===== src/verilog/configurable_serial_framing_consts.vh =====
// Function
// - seven or eight data, one or two stop
// - eight data two stop forces no parity
// - none, even or odd parity both directions
// - plain scanner preset seven two none 9600
// - decoding scanner preset seven one odd 9600
// - decoding scanner locks reader port framing
// - reader unfitted makes reader settings inert
`ifndef CONFIGURABLE_SERIAL_FRAMING_CONSTS_VH
`define CONFIGURABLE_SERIAL_FRAMING_CONSTS_VH

// register byte offsets
`define REG_MAIN_CFG    8'h00
`define REG_RDR_CFG     8'h04
`define REG_MAIN_TX     8'h08
`define REG_RDR_TX      8'h0c
`define REG_MAIN_RX     8'h10
`define REG_RDR_RX      8'h14
`define REG_STATUS      8'h18

// configuration fields
`define F_FRAME         1:0
`define F_PAR           3:2
`define F_BAUD          6:4
`define F_CFG           6:0
`define F_TYPE          9:8
`define CFG_W           7

// frame codes: bit 1 = eight data, bit 0 = two stop
`define FR_8_2          2'h3
`define PAR_NONE        2'h0
`define PAR_EVEN        2'h1
`define PAR_ODD         2'h2
`define BR_2400         3'h0
`define BR_4800         3'h1
`define BR_9600         3'h2
`define BR_19200        3'h3
`define BR_57600        3'h4

// reader types
`define RT_PLAIN        2'h0
`define RT_DECODE       2'h1

// reset and preset values
`define MAIN_CFG_RST    7'h22
`define PRESET_PLAIN    7'h21
`define PRESET_DECODE   7'h28

// receive word fields
`define RX_VALID        8
`define RX_PERR         9
`define RX_FERR         10

// frame length: start + seven data + one stop
`define LEN_BASE        4'h9
`define DATA7           4'h7

// bus responses
`define RESP_OKAY       2'h0
`define RESP_SLVERR     2'h2

// rates in baud, clock in hertz
`define CLK_HZ_DEF      200000000
`define BAUD_2400       2400
`define BAUD_4800       4800
`define BAUD_9600       9600
`define BAUD_19200      19200
`define BAUD_57600      57600
`define CNT_W           17

`endif

===== src/verilog/configurable_serial_framing.v =====
`include "configurable_serial_framing_consts.vh"
`timescale 1ns/1ps
`default_nettype none
module configurable_serial_framing #(
	parameter CLK_HZ = `CLK_HZ_DEF
) (
	input  wire        aclk,
	input  wire        aresetn,
	input  wire [7:0]  awaddr,
	input  wire        awvalid,
	output wire        awready,
	input  wire [31:0] wdata,
	input  wire [3:0]  wstrb,
	input  wire        wvalid,
	output wire        wready,
	output reg  [1:0]  bresp,
	output reg         bvalid,
	input  wire        bready,
	input  wire [7:0]  araddr,
	input  wire        arvalid,
	output wire        arready,
	output reg  [31:0] rdata,
	output reg  [1:0]  rresp,
	output reg         rvalid,
	input  wire        rready,
	output wire        main_txd,
	input  wire        main_rxd,
	output wire        rdr_txd,
	input  wire        rdr_rxd,
	input  wire        reader_fitted
);

	// bit periods in clock cycles, rounded down; full quotient cut to counter width on purpose
	localparam [31:0] Q_2400    = CLK_HZ / `BAUD_2400;
	localparam [31:0] Q_4800    = CLK_HZ / `BAUD_4800;
	localparam [31:0] Q_9600    = CLK_HZ / `BAUD_9600;
	localparam [31:0] Q_19200   = CLK_HZ / `BAUD_19200;
	localparam [31:0] Q_57600   = CLK_HZ / `BAUD_57600;
	localparam [16:0] DIV_2400  = Q_2400[16:0];
	localparam [16:0] DIV_4800  = Q_4800[16:0];
	localparam [16:0] DIV_9600  = Q_9600[16:0];
	localparam [16:0] DIV_19200 = Q_19200[16:0];
	localparam [16:0] DIV_57600 = Q_57600[16:0];
	localparam [1:0]  RX_IDLE   = 2'h0;
	localparam [1:0]  RX_START  = 2'h1;
	localparam [1:0]  RX_DATA   = 2'h2;
	localparam [1:0]  RX_DONE   = 2'h3;

	reg              fit_s1_q;
	reg              fit_s2_q;
	reg  [6:0]       main_cfg_q;
	reg  [6:0]       rdr_cfg_q;
	reg  [1:0]       rdr_type_q;
	reg              aw_got_q;
	reg              w_got_q;
	reg  [7:0]       aw_addr_q;
	reg  [31:0]      w_data_q;
	reg  [3:0]       w_strb_q;
	reg  [1:0]       rxv_q;
	reg  [21:0]      rx_word_q;
	wire [13:0]      cfg_eff;
	wire [1:0]       port_en;
	wire [1:0]       rx_in;
	wire [1:0]       txd;
	wire [1:0]       tx_go;
	wire [1:0]       tx_busy;
	wire [1:0]       rx_done;
	wire [21:0]      rx_res;
	wire [1:0]       rd_clear;
	wire             wr_fire;
	wire             rd_fire;
	wire             rdr_locked;
	wire [1:0]       new_type;

	// strap passes two flops before use
	always @(posedge aclk)
	begin
		if (!aresetn)
		begin
			fit_s1_q <= 1'b0;
			fit_s2_q <= 1'b0;
		end
		else
		begin
			fit_s1_q <= reader_fitted;
			fit_s2_q <= fit_s1_q;
		end
	end

	// reader type only matters when the reader port is fitted
	assign rdr_locked   = fit_s2_q && (rdr_type_q == `RT_DECODE);
	assign cfg_eff[6:0] = main_cfg_q;
	assign cfg_eff[13:7] = rdr_locked ? `PRESET_DECODE : rdr_cfg_q;
	assign port_en      = {fit_s2_q, 1'b1};
	assign rx_in        = {rdr_rxd, main_rxd};
	assign main_txd     = txd[0];
	assign rdr_txd      = txd[1];

	genvar g;
	generate
		for (g = 0; g < 2; g = g + 1)
		begin : port
			wire [6:0]  cfg = cfg_eff[g*`CFG_W +: `CFG_W];
			wire        nd8 = cfg[1];
			wire        two = cfg[0];
			// eight data with two stop never carries parity
			wire [1:0]  pm  = (cfg[`F_FRAME] == `FR_8_2) ? `PAR_NONE : cfg[`F_PAR];
			wire        np  = (pm == `PAR_EVEN) || (pm == `PAR_ODD);
			wire [3:0]  nd  = `DATA7 + {3'h0, nd8};
			wire [3:0]  len = `LEN_BASE + {3'h0, nd8} + {3'h0, np} + {3'h0, two};
			reg  [16:0] div;
			reg  [11:0] frame;
			reg  [7:0]  dm;
			reg         tx_busy_q;
			reg         txd_q;
			reg  [11:0] tx_sh_q;
			reg  [3:0]  tx_cnt_q;
			reg  [3:0]  tx_len_q;
			reg  [16:0] tx_tmr_q;
			reg  [16:0] tx_div_q;
			reg         rx_s1_q;
			reg         rx_s2_q;
			reg  [1:0]  rx_st_q;
			reg  [16:0] rx_tmr_q;
			reg  [16:0] rx_div_q;
			reg  [3:0]  rx_idx_q;
			reg  [3:0]  rx_len_q;
			reg  [3:0]  rx_nd_q;
			reg         rx_np_q;
			reg  [1:0]  rx_pm_q;
			reg  [11:0] rx_sh_q;
			reg         rx_done_q;
			reg  [10:0] rx_res_q;
			reg  [7:0]  rb;
			reg         pe;
			reg         fe;
			integer     i;
			integer     j;

			// bit period per selected rate
			always @*
			begin
				case (cfg[`F_BAUD])
					`BR_2400:  div = DIV_2400;
					`BR_4800:  div = DIV_4800;
					`BR_9600:  div = DIV_9600;
					`BR_19200: div = DIV_19200;
					`BR_57600: div = DIV_57600;
					default:   div = DIV_9600;
				endcase
			end

			// start low, data lsb first, parity, ones above act as stop
			always @*
			begin
				dm = nd8 ? w_data_q[7:0] : {1'b0, w_data_q[6:0]};
				frame = 12'hfff;
				frame[0] = 1'b0;
				for (i = 0; i < 8; i = i + 1)
					if (i < nd)
						frame[i+1] = dm[i];
				if (np)
					frame[nd+1] = (pm == `PAR_ODD) ? ~^dm : ^dm;
			end

			// transmitter; settings latched so a config write cannot tear a frame
			always @(posedge aclk)
			begin
				if (!aresetn)
				begin
					tx_busy_q <= 1'b0;
					txd_q     <= 1'b1;
					tx_sh_q   <= 12'hfff;
					tx_cnt_q  <= 4'h0;
					tx_len_q  <= 4'h0;
					tx_tmr_q  <= 17'h00000;
					tx_div_q  <= 17'h00000;
				end
				else if (!tx_busy_q)
				begin
					txd_q <= 1'b1;
					if (tx_go[g] && port_en[g])
					begin
						txd_q     <= frame[0];
						tx_sh_q   <= {1'b1, frame[11:1]};
						tx_cnt_q  <= 4'h1;
						tx_len_q  <= len;
						tx_div_q  <= div;
						tx_tmr_q  <= div - 17'h00001;
						tx_busy_q <= 1'b1;
					end
				end
				else if (tx_tmr_q == 17'h00000)
				begin
					if (tx_cnt_q == tx_len_q)
					begin
						tx_busy_q <= 1'b0;
						txd_q     <= 1'b1;
					end
					else
					begin
						txd_q    <= tx_sh_q[0];
						tx_sh_q  <= {1'b1, tx_sh_q[11:1]};
						tx_cnt_q <= tx_cnt_q + 4'h1;
						tx_tmr_q <= tx_div_q - 17'h00001;
					end
				end
				else
					tx_tmr_q <= tx_tmr_q - 17'h00001;
			end

			// frame check on the collected samples
			always @*
			begin
				rb = rx_nd_q[0] ? {1'b0, rx_sh_q[7:1]} : rx_sh_q[8:1];
				pe = rx_np_q && (rx_sh_q[rx_nd_q+1] != ((rx_pm_q == `PAR_ODD) ? ~^rb : ^rb));
				fe = 1'b0;
				for (j = 1; j < 12; j = j + 1)
					if ((j > rx_nd_q + {3'h0, rx_np_q}) && (j < rx_len_q) && !rx_sh_q[j])
						fe = 1'b1;
			end

			// receiver: half period to mid start, then one sample per bit
			always @(posedge aclk)
			begin
				if (!aresetn)
				begin
					rx_s1_q   <= 1'b1;
					rx_s2_q   <= 1'b1;
					rx_st_q   <= RX_IDLE;
					rx_tmr_q  <= 17'h00000;
					rx_div_q  <= 17'h00000;
					rx_idx_q  <= 4'h0;
					rx_len_q  <= 4'h0;
					rx_nd_q   <= 4'h0;
					rx_np_q   <= 1'b0;
					rx_pm_q   <= `PAR_NONE;
					rx_sh_q   <= 12'h000;
					rx_done_q <= 1'b0;
					rx_res_q  <= 11'h000;
				end
				else
				begin
					rx_s1_q   <= rx_in[g];
					rx_s2_q   <= rx_s1_q;
					rx_done_q <= 1'b0;
					case (rx_st_q)
						RX_IDLE:
							if (port_en[g] && !rx_s2_q)
							begin
								rx_st_q  <= RX_START;
								rx_tmr_q <= {1'b0, div[16:1]};
								rx_div_q <= div;
								rx_len_q <= len;
								rx_nd_q  <= nd;
								rx_np_q  <= np;
								rx_pm_q  <= pm;
							end
						RX_START:
							if (rx_tmr_q != 17'h00000)
								rx_tmr_q <= rx_tmr_q - 17'h00001;
							else if (rx_s2_q)
								rx_st_q <= RX_IDLE; // glitch, not a start bit
							else
							begin
								rx_st_q  <= RX_DATA;
								rx_idx_q <= 4'h1;
								rx_tmr_q <= rx_div_q - 17'h00001;
							end
						RX_DATA:
							if (rx_tmr_q != 17'h00000)
								rx_tmr_q <= rx_tmr_q - 17'h00001;
							else
							begin
								rx_sh_q[rx_idx_q] <= rx_s2_q;
								rx_idx_q <= rx_idx_q + 4'h1;
								rx_tmr_q <= rx_div_q - 17'h00001;
								if (rx_idx_q == rx_len_q - 4'h1)
									rx_st_q <= RX_DONE;
							end
						RX_DONE:
						begin
							rx_res_q  <= {fe, pe, 1'b0, rb};
							rx_done_q <= 1'b1;
							rx_st_q   <= RX_IDLE;
						end
						default:
							rx_st_q <= RX_IDLE;
					endcase
				end
			end

			assign txd[g]            = txd_q;
			assign tx_busy[g]        = tx_busy_q;
			assign rx_done[g]        = rx_done_q;
			assign rx_res[g*11 +: 11] = rx_res_q;
		end
	endgenerate

	// write channel: address and data taken in either order
	assign awready  = !aw_got_q && !bvalid;
	assign wready   = !w_got_q && !bvalid;
	assign wr_fire  = aw_got_q && w_got_q && !bvalid;
	assign tx_go[0] = wr_fire && (aw_addr_q == `REG_MAIN_TX) && w_strb_q[0];
	assign tx_go[1] = wr_fire && (aw_addr_q == `REG_RDR_TX) && w_strb_q[0];
	assign new_type = w_strb_q[1] ? w_data_q[`F_TYPE] : rdr_type_q;

	always @(posedge aclk)
	begin
		if (!aresetn)
		begin
			aw_got_q   <= 1'b0;
			w_got_q    <= 1'b0;
			aw_addr_q  <= 8'h00;
			w_data_q   <= 32'h00000000;
			w_strb_q   <= 4'h0;
			bvalid     <= 1'b0;
			bresp      <= `RESP_OKAY;
			main_cfg_q <= `MAIN_CFG_RST;
			rdr_cfg_q  <= `PRESET_PLAIN;
			rdr_type_q <= `RT_PLAIN;
		end
		else
		begin
			if (awvalid && awready)
			begin
				aw_got_q  <= 1'b1;
				aw_addr_q <= awaddr;
			end
			if (wvalid && wready)
			begin
				w_got_q  <= 1'b1;
				w_data_q <= wdata;
				w_strb_q <= wstrb;
			end
			if (bvalid && bready)
				bvalid <= 1'b0;
			if (wr_fire)
			begin
				aw_got_q <= 1'b0;
				w_got_q  <= 1'b0;
				bvalid   <= 1'b1;
				bresp    <= (aw_addr_q > `REG_STATUS || aw_addr_q[1:0] != 2'h0) ? `RESP_SLVERR : `RESP_OKAY;
				if (aw_addr_q == `REG_MAIN_CFG && w_strb_q[0])
					main_cfg_q <= w_data_q[`F_CFG];
				if (aw_addr_q == `REG_RDR_CFG && fit_s2_q)
				begin
					rdr_type_q <= new_type;
					if (new_type == `RT_PLAIN && rdr_type_q != `RT_PLAIN)
						rdr_cfg_q <= `PRESET_PLAIN;
					else if (w_strb_q[0] && new_type != `RT_DECODE)
						rdr_cfg_q <= w_data_q[`F_CFG];
				end
			end
		end
	end

	// read channel; reading a receive word clears its valid flag
	assign arready     = !rvalid;
	assign rd_fire     = arvalid && arready;
	assign rd_clear[0] = rd_fire && (araddr == `REG_MAIN_RX);
	assign rd_clear[1] = rd_fire && (araddr == `REG_RDR_RX);

	always @(posedge aclk)
	begin
		if (!aresetn)
		begin
			rvalid    <= 1'b0;
			rdata     <= 32'h00000000;
			rresp     <= `RESP_OKAY;
			rxv_q     <= 2'h0;
			rx_word_q <= 22'h000000;
		end
		else
		begin
			// a new character wins over a clear in the same cycle
			rxv_q <= rx_done | (rxv_q & ~rd_clear);
			if (rx_done[0])
				rx_word_q[10:0] <= rx_res[10:0];
			if (rx_done[1])
				rx_word_q[21:11] <= rx_res[21:11];
			if (rvalid && rready)
				rvalid <= 1'b0;
			if (rd_fire)
			begin
				rvalid <= 1'b1;
				rresp  <= `RESP_OKAY;
				rdata  <= 32'h00000000;
				case (araddr)
					`REG_MAIN_CFG: rdata[`F_CFG] <= main_cfg_q;
					`REG_RDR_CFG:  rdata[9:0] <= {rdr_type_q, 1'b0, cfg_eff[13:7]};
					`REG_MAIN_TX:  rdata[0] <= tx_busy[0];
					`REG_RDR_TX:   rdata[0] <= tx_busy[1];
					`REG_MAIN_RX:  rdata[10:0] <= {rx_word_q[10:9], rxv_q[0], rx_word_q[7:0]};
					`REG_RDR_RX:   rdata[10:0] <= {rx_word_q[21:20], rxv_q[1], rx_word_q[18:11]};
					`REG_STATUS:   rdata[4:0] <= {rxv_q, fit_s2_q, tx_busy};
					default:       rresp <= `RESP_SLVERR;
				endcase
			end
		end
	end

endmodule
`default_nettype wire


===== config.mk =====
export PLATFORM = sky130hd
export DESIGN_NAME = configurable_serial_framing
export DESIGN_NICKNAME = d
export VERILOG_FILES = /design/src/verilog/configurable_serial_framing.v
export VERILOG_INCLUDE_DIRS = /design/src /design/src/verilog
export SDC_FILE = /design/constraint.sdc
export NUM_CORES = 1
export LEC_CHECK = 0
export BUFFER_PORTS_ARGS = -buffer_cell sky130_fd_sc_hd__buf_2
export CAP_MARGIN = 20
export CORE_ASPECT_RATIO = 1.4
export CORE_MARGIN = 2
export CORE_UTILIZATION = 47
export DETAILED_ROUTE_END_ITERATION = 10
export PLACE_DENSITY = 0.7
export SETUP_SLACK_MARGIN = 0.2
export SLEW_MARGIN = 40
export SYNTH_ARGS = -nofsm -noshare
export SYNTH_HDL_FRONTEND = slang
export SYNTH_SLANG_ARGS = --single-unit

===== constraint.sdc =====
create_clock -name aclk -period 7.96 [get_ports aclk]
set_clock_uncertainty 0.2 [all_clocks]
set_input_delay 0 -clock aclk [delete_from_list [all_inputs] [get_ports aclk]]
set_output_delay 0 -clock aclk [all_outputs]
set_load 0.01 [all_outputs]

# Word level (Yosys, flattened, before mapping)
# Index checks and enable logic that the tools add are counted.
[word_totals] reg_bits=343 input_bits=62 out_inout_bits=43 word_cells=532
[op_classes] n_addsub=30 magnitude_cmp=71 n_eq_ne=55 n_mux=155 bitwise_logic=9 n_reduce_logical=154
[op_table] operator="17-bit two-way mux" n=16
[op_table] operator="3-bit by 32-bit > comparator with 1-bit output, first input constant" n=8
[op_table] operator="4-bit by 32-bit > comparator with 1-bit output, first input constant" n=6
[op_table] operator="17-bit by 1-bit subtractor with 17-bit output, second input constant" n=10
[op_table] operator="17-bit case mux with 4 select lines" n=2
[op_table] operator="2-bit by 32-bit > comparator with 1-bit output, first input constant" n=4
[op_table] operator="12-bit two-way mux" n=10
[op_table] operator="17-bit case mux with 3 select lines" n=2
[op_table] operator="1-bit logical AND" n=72
[op_table] operator="1-bit two-way mux" n=70
[op_table] operator="1-bit by 32-bit > comparator with 1-bit output, first input constant" n=2
[op_table] operator="3-bit by 4-bit < comparator with 1-bit output, first input constant" n=16
[op_table] operator="4-bit two-way mux" n=14
[op_table] operator="12-bit bitwise mux" n=4
[op_table] operator="17-bit zero test" n=2
[op_table] operator="17-bit nonzero test" n=2
[op_table] operator="8-bit by 4-bit == test with 1-bit output, second input constant" n=4
[op_table] operator="2-bit by 4-bit < comparator with 1-bit output, first input constant" n=8
[op_table] operator="4-bit < comparator, first input constant" n=8
[op_table] operator="8-bit two-way mux" n=4
[op_table] operator="8-bit XNOR reduction" n=4
[op_table] operator="8-bit XOR reduction" n=4
[op_table] operator="2-bit two-way mux" n=15
[op_table] operator="1-bit zero test" n=27
[op_table] operator="50 further kinds" n=160

# Depth between registers and ports, before layout
# Gate-level depths: netlist of run 1.
[logic_depth] ltp_word=15 depth_mapped=14

# Worst setup path before layout of run 1
# Ideal clock, no wire load.
[synth_timing] path_kind="reg2reg" start="reg port[0].rx_tmr_q[7]" end="reg port[0].rx_tmr_q[8]" t_arrival_ns=3.077 t_required_ns=7.642 slack_ns=4.565 stages_incl_launch_ff=15 n_path_buf=2 path_cell_list="dfxtp_1 > or3_1 > nor4_2 > and2_1 > buf_2 > buf_2 > a21oi_1 > ha_1 > or3b_1 > or3_1 > a31oi_1 > nand2_1 > nor4_1 > o21ai_1 > o2111a_1"
[synth_between] elab_chain_len=3
[synth_lines] element="from (decl)" line_no="configurable_serial_framing.v:124" rtl="reg [16:0] rx_tmr_q;"
[synth_lines] element="from (signal assigned)" line_no="configurable_serial_framing.v:252" rtl="rx_tmr_q <= {1'b0, div[16:1]};"
[synth_lines] element="from (signal assigned)" line_no="configurable_serial_framing.v:261" rtl="rx_tmr_q <= rx_tmr_q - 17'h00001;"
[synth_lines] element="from (signal assigned)" line_no="configurable_serial_framing.v:268" rtl="rx_tmr_q <= rx_div_q - 17'h00001;"
[synth_lines] element="17-bit by 1-bit subtractor with 17-bit output or 17-bit nonzero test (tied branches)"
[synth_lines] element="17-bit two-way mux, or another cell as far along" line_no="configurable_serial_framing.v:271" rtl="if (rx_tmr_q != 17'h00000)"
[synth_lines] element="17-bit case mux with 3 select lines or 3-bit AND reduction (tied branches)"
# Several ways; a longest one is shown, not always the timed one.
# A chain may end at the register's enable or synchronous reset.

# Final worst setup path of run 1
[layout_timing] start="reg port[0].rx_tmr_q[0]" end="reg port[0].rx_tmr_q[14]"
# The elaborated chain is that of the path after synthesis.

==> metrics.txt, run 1 <==
CORE AREA approximately 35000 sq um; mean post-synth cell area ~8.0 sq um; initial antenna violation count 1; die height ~230 um; worst-margin pin slew roughly 0.83 ns; asr flop ratio synth 0%; Wirelength per Cell around 18 um; Area growth syn-to-layout 14.7%; Tot GR Track Use 25.3%; Worst-path clk slew about 0.06 ns; number of global-route vias before repair about 15000; dpl cells approximately 2500; CTS max path bufs 3; leakage power between 7 and 8 nW; H-Tree Depth 1; run status completed; final max-slew violation count 0; total grt overflow 0; Crit Path Max Fanout 18; TritonCTS Buffers 31; crit start category register; Setup crit end kind register; reg-to-reg startpoint port[0].rx_tmr_q[0]$_SDFFE_PN0P_; post-synthesis sequential area ratio approximately 37%; CP Class reg2reg; Finished Core Util 54.8%; Worst slew margin 44.2%; post-CTS sizing 0; FF-to-FF setup slack about 4 ns; largest net degree at the start of global routing 138; Yosys reg bits slightly above 300; Fin. Hold Viols 0; cell taking the most area after synthesis dfxtp_1; Final nets roughly 2300; fin crit share approximately half; Distinct cells, synth 99; Post-CTS Hold Fix Bufs 100; achievable clock frequency around 250 MHz; die extent in x ~160 um; Worst-Skew Late Latency slightly above 0.6 ns; Main synth FF type dfxtp_1; RSZ-0062 raised after global routing no; gp weighted congestion between 0.9 and 1; Setup-failing EPs final 0; drt first pass iters 5; CTS tree yes; critical path arrival ~4.3 ns; ratio of cells with drive above 1 in the final layout under 10%; WP data required ~8.3 ns; routed vias/inst just under 6; Hold/Removal Path Class in2reg; area share of the largest cell type after synthesis 36.8%; pwr/cell area 203 nW/um^2; num rows 81; # port buffers 57; Post-Syn Instances 2102; global-route wire length before repair between 70000 and 80000 um; setup TNS 0 ns; Max-cap violations 0; synthesized area roughly 17000 sq um; Boundary Pins approximately 110; Detailed Place HPWL just over 30000 um; Vias 15700; starting density of the core between 40% and 50%; 1st-iter DRT viols between 1000 and 1500; die area ~37000 sq um; DRC 0; clk sink count around 310; root buffer cell clkbuf_16; Max VDD drop ~0.17 mV; hold wc startpoint reader_fitted; number of synthesized flops with an enable pin 0; synth top area cells dfxtp_1 (37%), a21oi_1 (6.3%), nand2_1 (6.2%), mux2i_1 (5.3%), nor2_1 (5.3%); Synth Warn # 0; DRT Wirelength about 48000 um; DRT antenna net count 0; Post-CTS Repair Setup Buffers 0; Final Critical Period 4.01 ns; antenna fix cells 0; final std cells w/o fill around 2700; worst setup path startpoint port[0].rx_tmr_q[0]$_SDFFE_PN0P_
[path summary, 6_finish.rpt]
path                                       end  depth (start not counted)
max          port[0].rx_tmr_q[14]$_SDFFE_PN0P_                         12
max reg2reg  port[0].rx_tmr_q[14]$_SDFFE_PN0P_                         12
min reg2reg         port[0].rx_s2_q$_SDFF_PN1_                          1
min                        fit_s1_q$_SDFF_PN0_                          3
[cell usage in the layout, fill, tap and decap left out, types with 7 or more instances in the layout]
cell type	synthesis	layout
inv_1	53	53
nand2_1	277	277
or3_1	21	21
nor3b_1	10	10
a31oi_1	24	24
buf_4	23	14
and2_1	18	17
buf_2	28	57
nand3_1	60	60
ha_1	51	51
nand2b_1	23	23
conb_1	1	23
clkbuf_16	0	31
a221oi_1	7	7
o22ai_1	7	7
dfxtp_1	307	306
nor2b_1	19	18
a21o_1	11	10
and3_1	10	10
nand4_1	14	14
o21ai_0	91	91
xor2_1	23	23
nor2_1	235	234
nor4_1	18	18
a21oi_1	210	210
nor3_1	46	46
xnor2_1	59	59
mux2i_1	89	89
o31ai_1	7	7
o21ai_1	19	19
mux2_2	7	7
o211ai_1	22	22
a211oi_1	35	35
or2_2	11	11
a311oi_1	13	13
dlygate4sd3_1	0	100
a211o_1	9	9
or4_1	8	8
[cells in the mapped netlist (5+ instances only)]
cell,number
dfxtp_1,307
nand2_1,277
nor2_1,235
a21oi_1,210
clkbuf_1,96
o21ai_0,91
mux2i_1,89
nand3_1,60
xnor2_1,59
inv_1,53
ha_1,51
nor3_1,46
a211oi_1,35
buf_2,28
a31oi_1,24
buf_4,23
nand2b_1,23
xor2_1,23
o211ai_1,22
or3_1,21
nor2b_1,19
o21ai_1,19
and2_1,18
nor4_1,18
nand4_1,14
a311oi_1,13
a21o_1,11
or2_2,11
and3_1,10
nor3b_1,10
a211o_1,9
or4_1,8
a221oi_1,7
buf_1,7
mux2_2,7
o22ai_1,7
o31ai_1,7
nand3b_1,6
a22o_1,5
nor4b_1,5
o21a_1,5
o41ai_1,5
[layout make-up]
cell class | instances | area, sq um
clock buffers | 41 | 873
clock inverters | 13 | 186
fillers | 3184 | 15800
inverters | 56 | 223
multi-input cells | 1606 | 9750
flip-flops and latches | 307 | 6150
well taps | 456 | 571
repair buffers | 173 | 1420
[cells by family after synthesis]
logic type               after synthesis  synth area share (%)
buffers and inverters                211                  5.51
adder cells (fa/ha/maj)               51                  3.82
flip-flops                           307                  36.8
other                                  1                0.0224
AO/OA/AOI/OAI                        533                  20.0
XOR/XNOR                              83                  4.43
AND/OR/NAND/NOR                      816                  23.1
multiplexers                         100                  6.34
[per-stage QoR]
step | worst slack, ns | hold WS, ns | instance area [sq um] | power (W)
final | 3.95 | 0.0604 | 19200 | 0.00390
after global routing | 3.69 | 0.0338 | 19200 | 0.00406
after CTS | 4.00 | 0.0134 | 19100 | 0.00389
after detailed placement | 4.02 | -0.0141 | 17100 | 0.00232
after global placement | 4.07 | -0.0172 | 17000 | 0.00231
after floorplan | 4.57 | -0.101 | 16800 | 0.00219
[routing by layer]
layer  global-route usage, %  vias up  share of wire [%]
met4                    12.2        2                4.4
met1                    28.7     7491                 40
li1                        -     7538                  -
met5                       0        -              0.027
met3                    3.08      154                4.6
met2                    46.5      527                 51
[flip-flops by register name, indices dropped and copies added, names as in the netlist, 10 cells and up, named ones only]
register       flops
port.rx_tmr_q     34
port.tx_tmr_q     34
port.rx_sh_q      24
port.rx_div_q     22
port.tx_div_q     22
port.rx_res_q     20
rx_word_q         20
port.tx_sh_q      18
rdata             11
w_data_q          10
[power by group]
part | leakage [nW] | switching (W) | internal, W
clock network | 0.524 | 0.000643 | 0.000898
logic | 3.99 | 0.000434 | 0.000273
registers | 2.49 | 0.0000680 | 0.00158
total | 7.00 | 0.00115 | 0.00275
[critical path, stage by stage (launching register included)]
cell	delay (ns)
dfxtp_1	0.34
or4_4	0.56
nor3_2	0.65
and2_1	0.68
a21oi_1	0.20
ha_1	0.26
or3b_1	0.21
or3_1	0.11
a31oi_1	0.12
nand4_1	0.21
xor2_1	0.16
a21oi_1	0.08
a21oi_1	0.15
No activity file was read; power rests on OpenSTA's default activity.
==> run 2: changes to the inputs <==
==> constraint.sdc (replaced) <==
create_clock -name aclk -period 3.9 [get_ports aclk]
set_clock_uncertainty 0.2 [all_clocks]
set_input_delay 0 -clock aclk [delete_from_list [all_inputs] [get_ports aclk]]
set_output_delay 0 -clock aclk [all_outputs]
set_load 0.01 [all_outputs]
==> metrics.txt, run 2 (synthesis gave the netlist of run 1 again) <==
run status completed; most frequent cells in the layout dfxtp_1 (306), nand2_1 (277), nor2_1 (234); fillcell total 3173 (-0.35%); Fin. Hold Viols 0 (unchanged); Design Power 0.00801 W (+110%); Sw Share 29.3% (-0.074 points); P_sw 0.00235 W (+100%); fin area 19400 sq um (+0.97%); Hold WS 0.0468 ns (-0.0136 ns); reg-to-reg startpoint port[0].rx_tmr_q[7]$_SDFFE_PN0P_; # port buffers 57 (unchanged); Worst-path clk slew 0.07 ns (about the same); initial antenna violation count 1 (unchanged); CORE AREA 35000 sq um (unchanged); achievable clock frequency 292 MHz (+17%); number of global-route vias before repair 15600 (+4.4%); Detailed Place HPWL 32000 um (+3.8%); global-route wire length before repair 78800 um (+3.3%); num rows 81 (unchanged); crit start category register; DRC 0 (unchanged); CTS max path bufs 3 (unchanged); Area growth syn-to-layout 15.8%; root buffer cell clkbuf_16; R2R cell count 12 (unchanged); r2r endpoint port[0].rx_tmr_q[16]$_SDFFE_PN0P_; Worst-Skew Late Latency 0.58 ns (-0.03 ns); Setup crit end kind register; Worst Setup Slack, final 0.473 ns (-3.47 ns); Final nets 2308 (+0.87%); die extent in x 163 um (unchanged); worst-margin pin slew 0.828 ns (-0.00460 ns); Setup-failing EPs final 0 (unchanged); pwr/cell area 414 nW/um^2 (+100%); FF-to-FF setup slack 0.47 ns (-3.47 ns); final max-slew violation count 0 (unchanged); Comb pwr share 18.7% (+0.6 points); Critical Path End port[0].rx_tmr_q[16]$_SDFFE_PN0P_; RSZ-0062 raised after global routing no; dpl cell area 17200 sq um (+1.0%); DRT Wirelength 48500 um (+1.3%); Worst slew margin 44.8% (+0.61 points); drt first pass iters 5 (unchanged); Tot GR Track Use 26.0% (+0.76 points); critical path arrival 3.71 ns (-0.63 ns); total grt overflow 0 (unchanged); fin crit share 87.9% (+37 points); Vias 15800 (+0.74%); CTS tree yes; DRT antenna net count 0 (unchanged); setup TNS 0 ns (unchanged); Final Critical Period 3.43 ns (-0.587 ns); H-Tree Depth 1 (unchanged); ratio of cells with drive above 1 in the final layout 9.05% (+1.1 points); Top Registers port.rx_tmr_q x34, port.tx_tmr_q x34, port.rx_sh_q x24; Wirelength per Cell 18.1 um (+0.38%); clock power share 39.3% (-0.2 points); Max VDD drop 0.354 mV (+110%); Boundary Pins 105 (unchanged); CP Class reg2reg; Hold/Removal Path Class in2reg; WP data required 4.18 ns (-4.10 ns); commonest non-fill, non-tap cell in the layout dfxtp_1; leakage power 7.11 nW (+1.5%); gp weighted congestion 0.934 (+1.7%); die area 37100 sq um (unchanged); die height 227 um (unchanged); sequential share of power 42.0% (-0.3 points); worst setup path startpoint port[0].rx_tmr_q[7]$_SDFFE_PN0P_; Post-CTS Repair Setup Buffers 0 (unchanged); starting density of the core 47.8% (unchanged); worst slack, placed 0.288 ns (-3.74 ns); routed vias/inst 5.91 (-0.20%); largest net degree at the start of global routing 100 (-28%); Crit Path Max Fanout 6 (-12); clk sink count 307 (unchanged); TritonCTS Buffers 31 (unchanged); Power Internal 0.00566 W (+110%); 1st-iter DRT viols 1141 (+8.4%); Max-cap violations 0 (unchanged)
[run 2: critical path: stages, from the launching register on]
cell,delay (ns)
dfxtp_1,0.41
or3_1,0.23
nor4_2,0.09
and2_1,0.20
a21oi_1,0.20
ha_1,0.24
or3b_1,0.41
or3_1,0.37
a31oi_4,0.28
nand2_1,0.17
o31ai_1,0.27
a21oi_1,0.10
a211oi_1,0.17
[run 2: metal layers]
layer  up-vias  wire length, um  global-route usage [%]
met1      7485            18800                    29.4
met5         -                0                       0
met2       562            24200                    46.8
met4         0             2770                    14.9
met3       207             2670                    3.57
li1       7575                -                       -
[run 2: power groups by stage]
stage	registers, W	clock network [W]	logic [W]
3_5_place_dp	0.00343	0	0.00136
6_report	0.00337	0.00314	0.00150
4_1_cts	0.00336	0.00319	0.00144
3_3_place_gp	0.00342	0	0.00134
2_1_floorplan	0.00338	0	0.00108
5_1_grt	0.00338	0.00332	0.00164
[run 2: worst min-delay path by stage]
| stage | start | to | slack (ns) | cells past startpoint |
|---|---|---|---|---|
| global route | bready | bvalid$_SDFFE_PN0P_ | 0.06 | 4 |
| floorplan | rready | rvalid$_SDFFE_PN0P_ | -0.10 | 1 |
| global placement | main_rxd | port[0].rx_s1_q$_SDFF_PN1_ | -0.01 | 2 |
| CTS | araddr[6] | rdata[0]$_SDFFE_PN0P_ | 0.01 | 5 |
| finish | bready | bvalid$_SDFFE_PN0P_ | 0.05 | 4 |
| detailed placement | main_rxd | port[0].rx_s1_q$_SDFF_PN1_ | -0.02 | 2 |
[run 2: repair_timing]
action	in CTS	in global routing
gates resized for setup	0	2
endpoints found under the setup margin	0	5
endpoints found under the hold margin	154	0
hold buffers	98	0
[run 2: cell type report]
cell class              count  area (sq um)  share of cell area [%]
multi-input cells        1606          9760                    50.4
flip-flops and latches    307          6150                    31.8
repair buffers            193          1580                    8.18
clock buffers              46           932                    4.82
well taps                 456           571                    2.95
inverters                  56           215                    1.11
clock inverters            12           150                   0.776
diodes                      1          2.50                  0.0129
[run 2: metrics by stage]
stage,cells,util [%]
2_1_floorplan,2124,-
3_3_place_gp,2519,49.3
3_5_place_dp,2519,49.3
4_1_cts,2675,55.2
5_1_grt,2677,55.4
6_report,2677,55.4
==> run 3: changes to the inputs <==
--- a/config.mk
+++ b/config.mk
@@ -12,7 +12,7 @@
 export CORE_MARGIN = 2
 export CORE_UTILIZATION = 47
 export DETAILED_ROUTE_END_ITERATION = 10
-export PLACE_DENSITY = 0.7
+export PLACE_DENSITY_LB_ADDON = 0.25
 export SETUP_SLACK_MARGIN = 0.2
 export SLEW_MARGIN = 40
 export SYNTH_ARGS = -nofsm -noshare
==> constraint.sdc (replaced) <==
create_clock -name aclk -period 3.1 [get_ports aclk]
set_clock_uncertainty 0.2 [all_clocks]
set_input_delay 0 -clock aclk [delete_from_list [all_inputs] [get_ports aclk]]
set_output_delay 0 -clock aclk [all_outputs]
set_load 0.01 [all_outputs]
==> metrics.txt, run 3 (synthesis gave the netlist of run 1 again) <==
fin area 20200 sq um (+4.6%); setup TNS 0 ns (unchanged); CP Class reg2reg; worst slack, placed 0.0470 ns (-0.241 ns); GRT busiest layer met2; ratio of cells with drive above 1 in the final layout 14.5% (+5.5 points); critical path arrival 3.12 ns (-0.59 ns); Detailed Place HPWL 33900 um (+6.1%); achievable clock frequency 344 MHz (+18%); Setup-failing EPs final 0 (unchanged); CTS max path bufs 3 (unchanged); Vias 16000 (+1.3%); root buffer cell clkbuf_16; die extent in x 163 um (unchanged); worst-margin pin slew 0.780 ns (-0.0476 ns); RSZ-0062 raised after global routing yes; CP Cell Sequence or3_4, nor4_4, and2_4, a21oi_4, ha_2, or3b_4, or3_4, a31oi_4, buf_6, nand4_1, xor2_1, a21oi_1, a21oi_1; Top Registers port.rx_tmr_q x34, port.tx_tmr_q x34, port.rx_sh_q x24; crit start category register; Final nets 2376 (+2.9%); Setup crit end kind register; M3 GR Usage 3.52% (-0.055 points); fin crit share 93.7% (+5.9 points); commonest non-fill, non-tap cell in the layout dfxtp_1; Worst slew margin 47.9% (+3.1 points); Final Critical Period 2.91 ns (-0.521 ns); leakage power 7.58 nW (+6.7%); Hold/Removal Path Class in2reg; Max-cap violations 0 (unchanged); die height 227 um (unchanged); routed vias/inst 5.84 (-1.3%); starting density of the core 47.8% (unchanged); WP data required 3.31 ns (-0.87 ns); initial antenna violation count 3 (+2); num rows 81 (unchanged); clk sink count 307 (unchanged); global-route wire length before repair 80000 um (+1.5%); 1st-iter DRT viols 1235 (+8.2%); most frequent cells in the layout dfxtp_1 (283), nand2_1 (275), nor2_1 (233); total grt overflow 0 (unchanged); DRT Wirelength 49800 um (+2.7%); Worst-path clk slew 0.06 ns (about the same); Worst Setup Slack, final 0.195 ns (-0.279 ns); CTS tree yes; Wirelength per Cell 18.1 um (+0.11%); Fin. Hold Viols 0 (unchanged); gp weighted congestion 0.931 (-0.34%); pwr/cell area 541 nW/um^2 (+31%); largest net degree at the start of global routing 75 (-25%); H-Tree Depth 2 (+1); WP buf/inv 1 (+1); number of global-route vias before repair 15600 (+0.31%); # port buffers 57 (unchanged); Area growth syn-to-layout 21.1%; Boundary Pins 105 (unchanged); DRT antenna net count 0 (unchanged); max incr delay on CP 0.39 ns (-0.02 ns); Worst-Skew Late Latency 0.53 ns (-0.05 ns); met1 usage 30.2% (+0.84 points); run status completed; Hold WS 0.0759 ns (+0.0292 ns); drt first pass iters 6 (+1); Crit Path Max Fanout 4 (-2); TritonCTS Buffers 34 (+9.7%); CP top delay family simple AND/OR/NAND/NOR gates; DRC 0 (unchanged); Critical-path top delay cell or3b_4; CORE AREA 35000 sq um (unchanged); Max VDD drop 0.524 mV (+48%); dpl cell area 17800 sq um (+2.9%); met2 Usage GRT 48.3% (+1.5 points); Tot GR Track Use 26.6% (+0.56 points); die area 37100 sq um (unchanged); Finished Core Util 57.9% (+2.5 points); final max-slew violation count 0 (unchanged)
-- run 3: path summary, 6_finish.rpt --
path,start,endpoint,slack (ns),depth (start not counted)
max,port[0].rx_tmr_q[8]$_SDFFE_PN0P_,port[0].rx_tmr_q[12]$_SDFFE_PN0P_,0.19,13
min,bready,bvalid$_SDFFE_PN0P_,0.08,4
max reg2reg,port[0].rx_tmr_q[8]$_SDFFE_PN0P_,port[0].rx_tmr_q[12]$_SDFFE_PN0P_,0.19,13
min reg2reg,port[0].rx_s1_q$_SDFF_PN1_,port[0].rx_s2_q$_SDFF_PN1_,0.20,1
-- run 3: timing repair --
action / 4_1_cts / 5_1_grt
buffers inserted: 8 / 8
gates cloned: 0 / 0
pin swaps: 9 / 22
hold endpoints to repair: 195 / 0
endpoints found under the setup margin: 9 / 43
gates resized for setup: 12 / 47
hold buffers: 92 / 0
-- run 3: layer usage --
metal / vias up / routed length [um]
li1: 7728 / -
met1: 7617 / 19500
met2: 507 / 25400
met3: 180 / 2320
met4: 0 / 2590
met5: - / 0
-- run 3: final cells by class --
class                           count  area, sq um
Timing Repair Buffer              258         2070
Inverter                           56          215
Clock buffer                       44          950
Clock inverter                     16          275
Tap cell                          456          571
Sequential cell                   307         6180
Multi-Input combinational cell   1606         9970
Antenna cell                        3         7.51
Fill cell                        3122        14700
-- run 3: where the power goes --
part	switching [W]	total [W]	internal (W)
Sequential	0.000135	0.00421	0.00407
Combinational	0.00130	0.00226	0.000958
Clock	0.00171	0.00447	0.00276
-- run 3: worst reg2reg max path, cell delays in order (launching register included) --
cell     delay [ns]
dfxtp_2        0.33
or3_4          0.15
nor4_4         0.06
and2_4         0.16
a21oi_4        0.13
ha_2           0.18
or3b_4         0.39
or3_4          0.35
a31oi_4        0.20
buf_6          0.14
nand4_1        0.09
xor2_1         0.20
a21oi_1        0.14
a21oi_1        0.08
-- run 3: through the flow --
| stage | std cells | total power, W |
|---|---|---|
| 2_1_floorplan | 2124 | 0.00568 |
| 3_3_place_gp | 2575 | 0.00622 |
| 3_5_place_dp | 2575 | 0.00624 |
| 4_1_cts | 2735 | 0.0109 |
| 5_1_grt | 2746 | 0.0114 |
| 6_report | 2746 | 0.0109 |
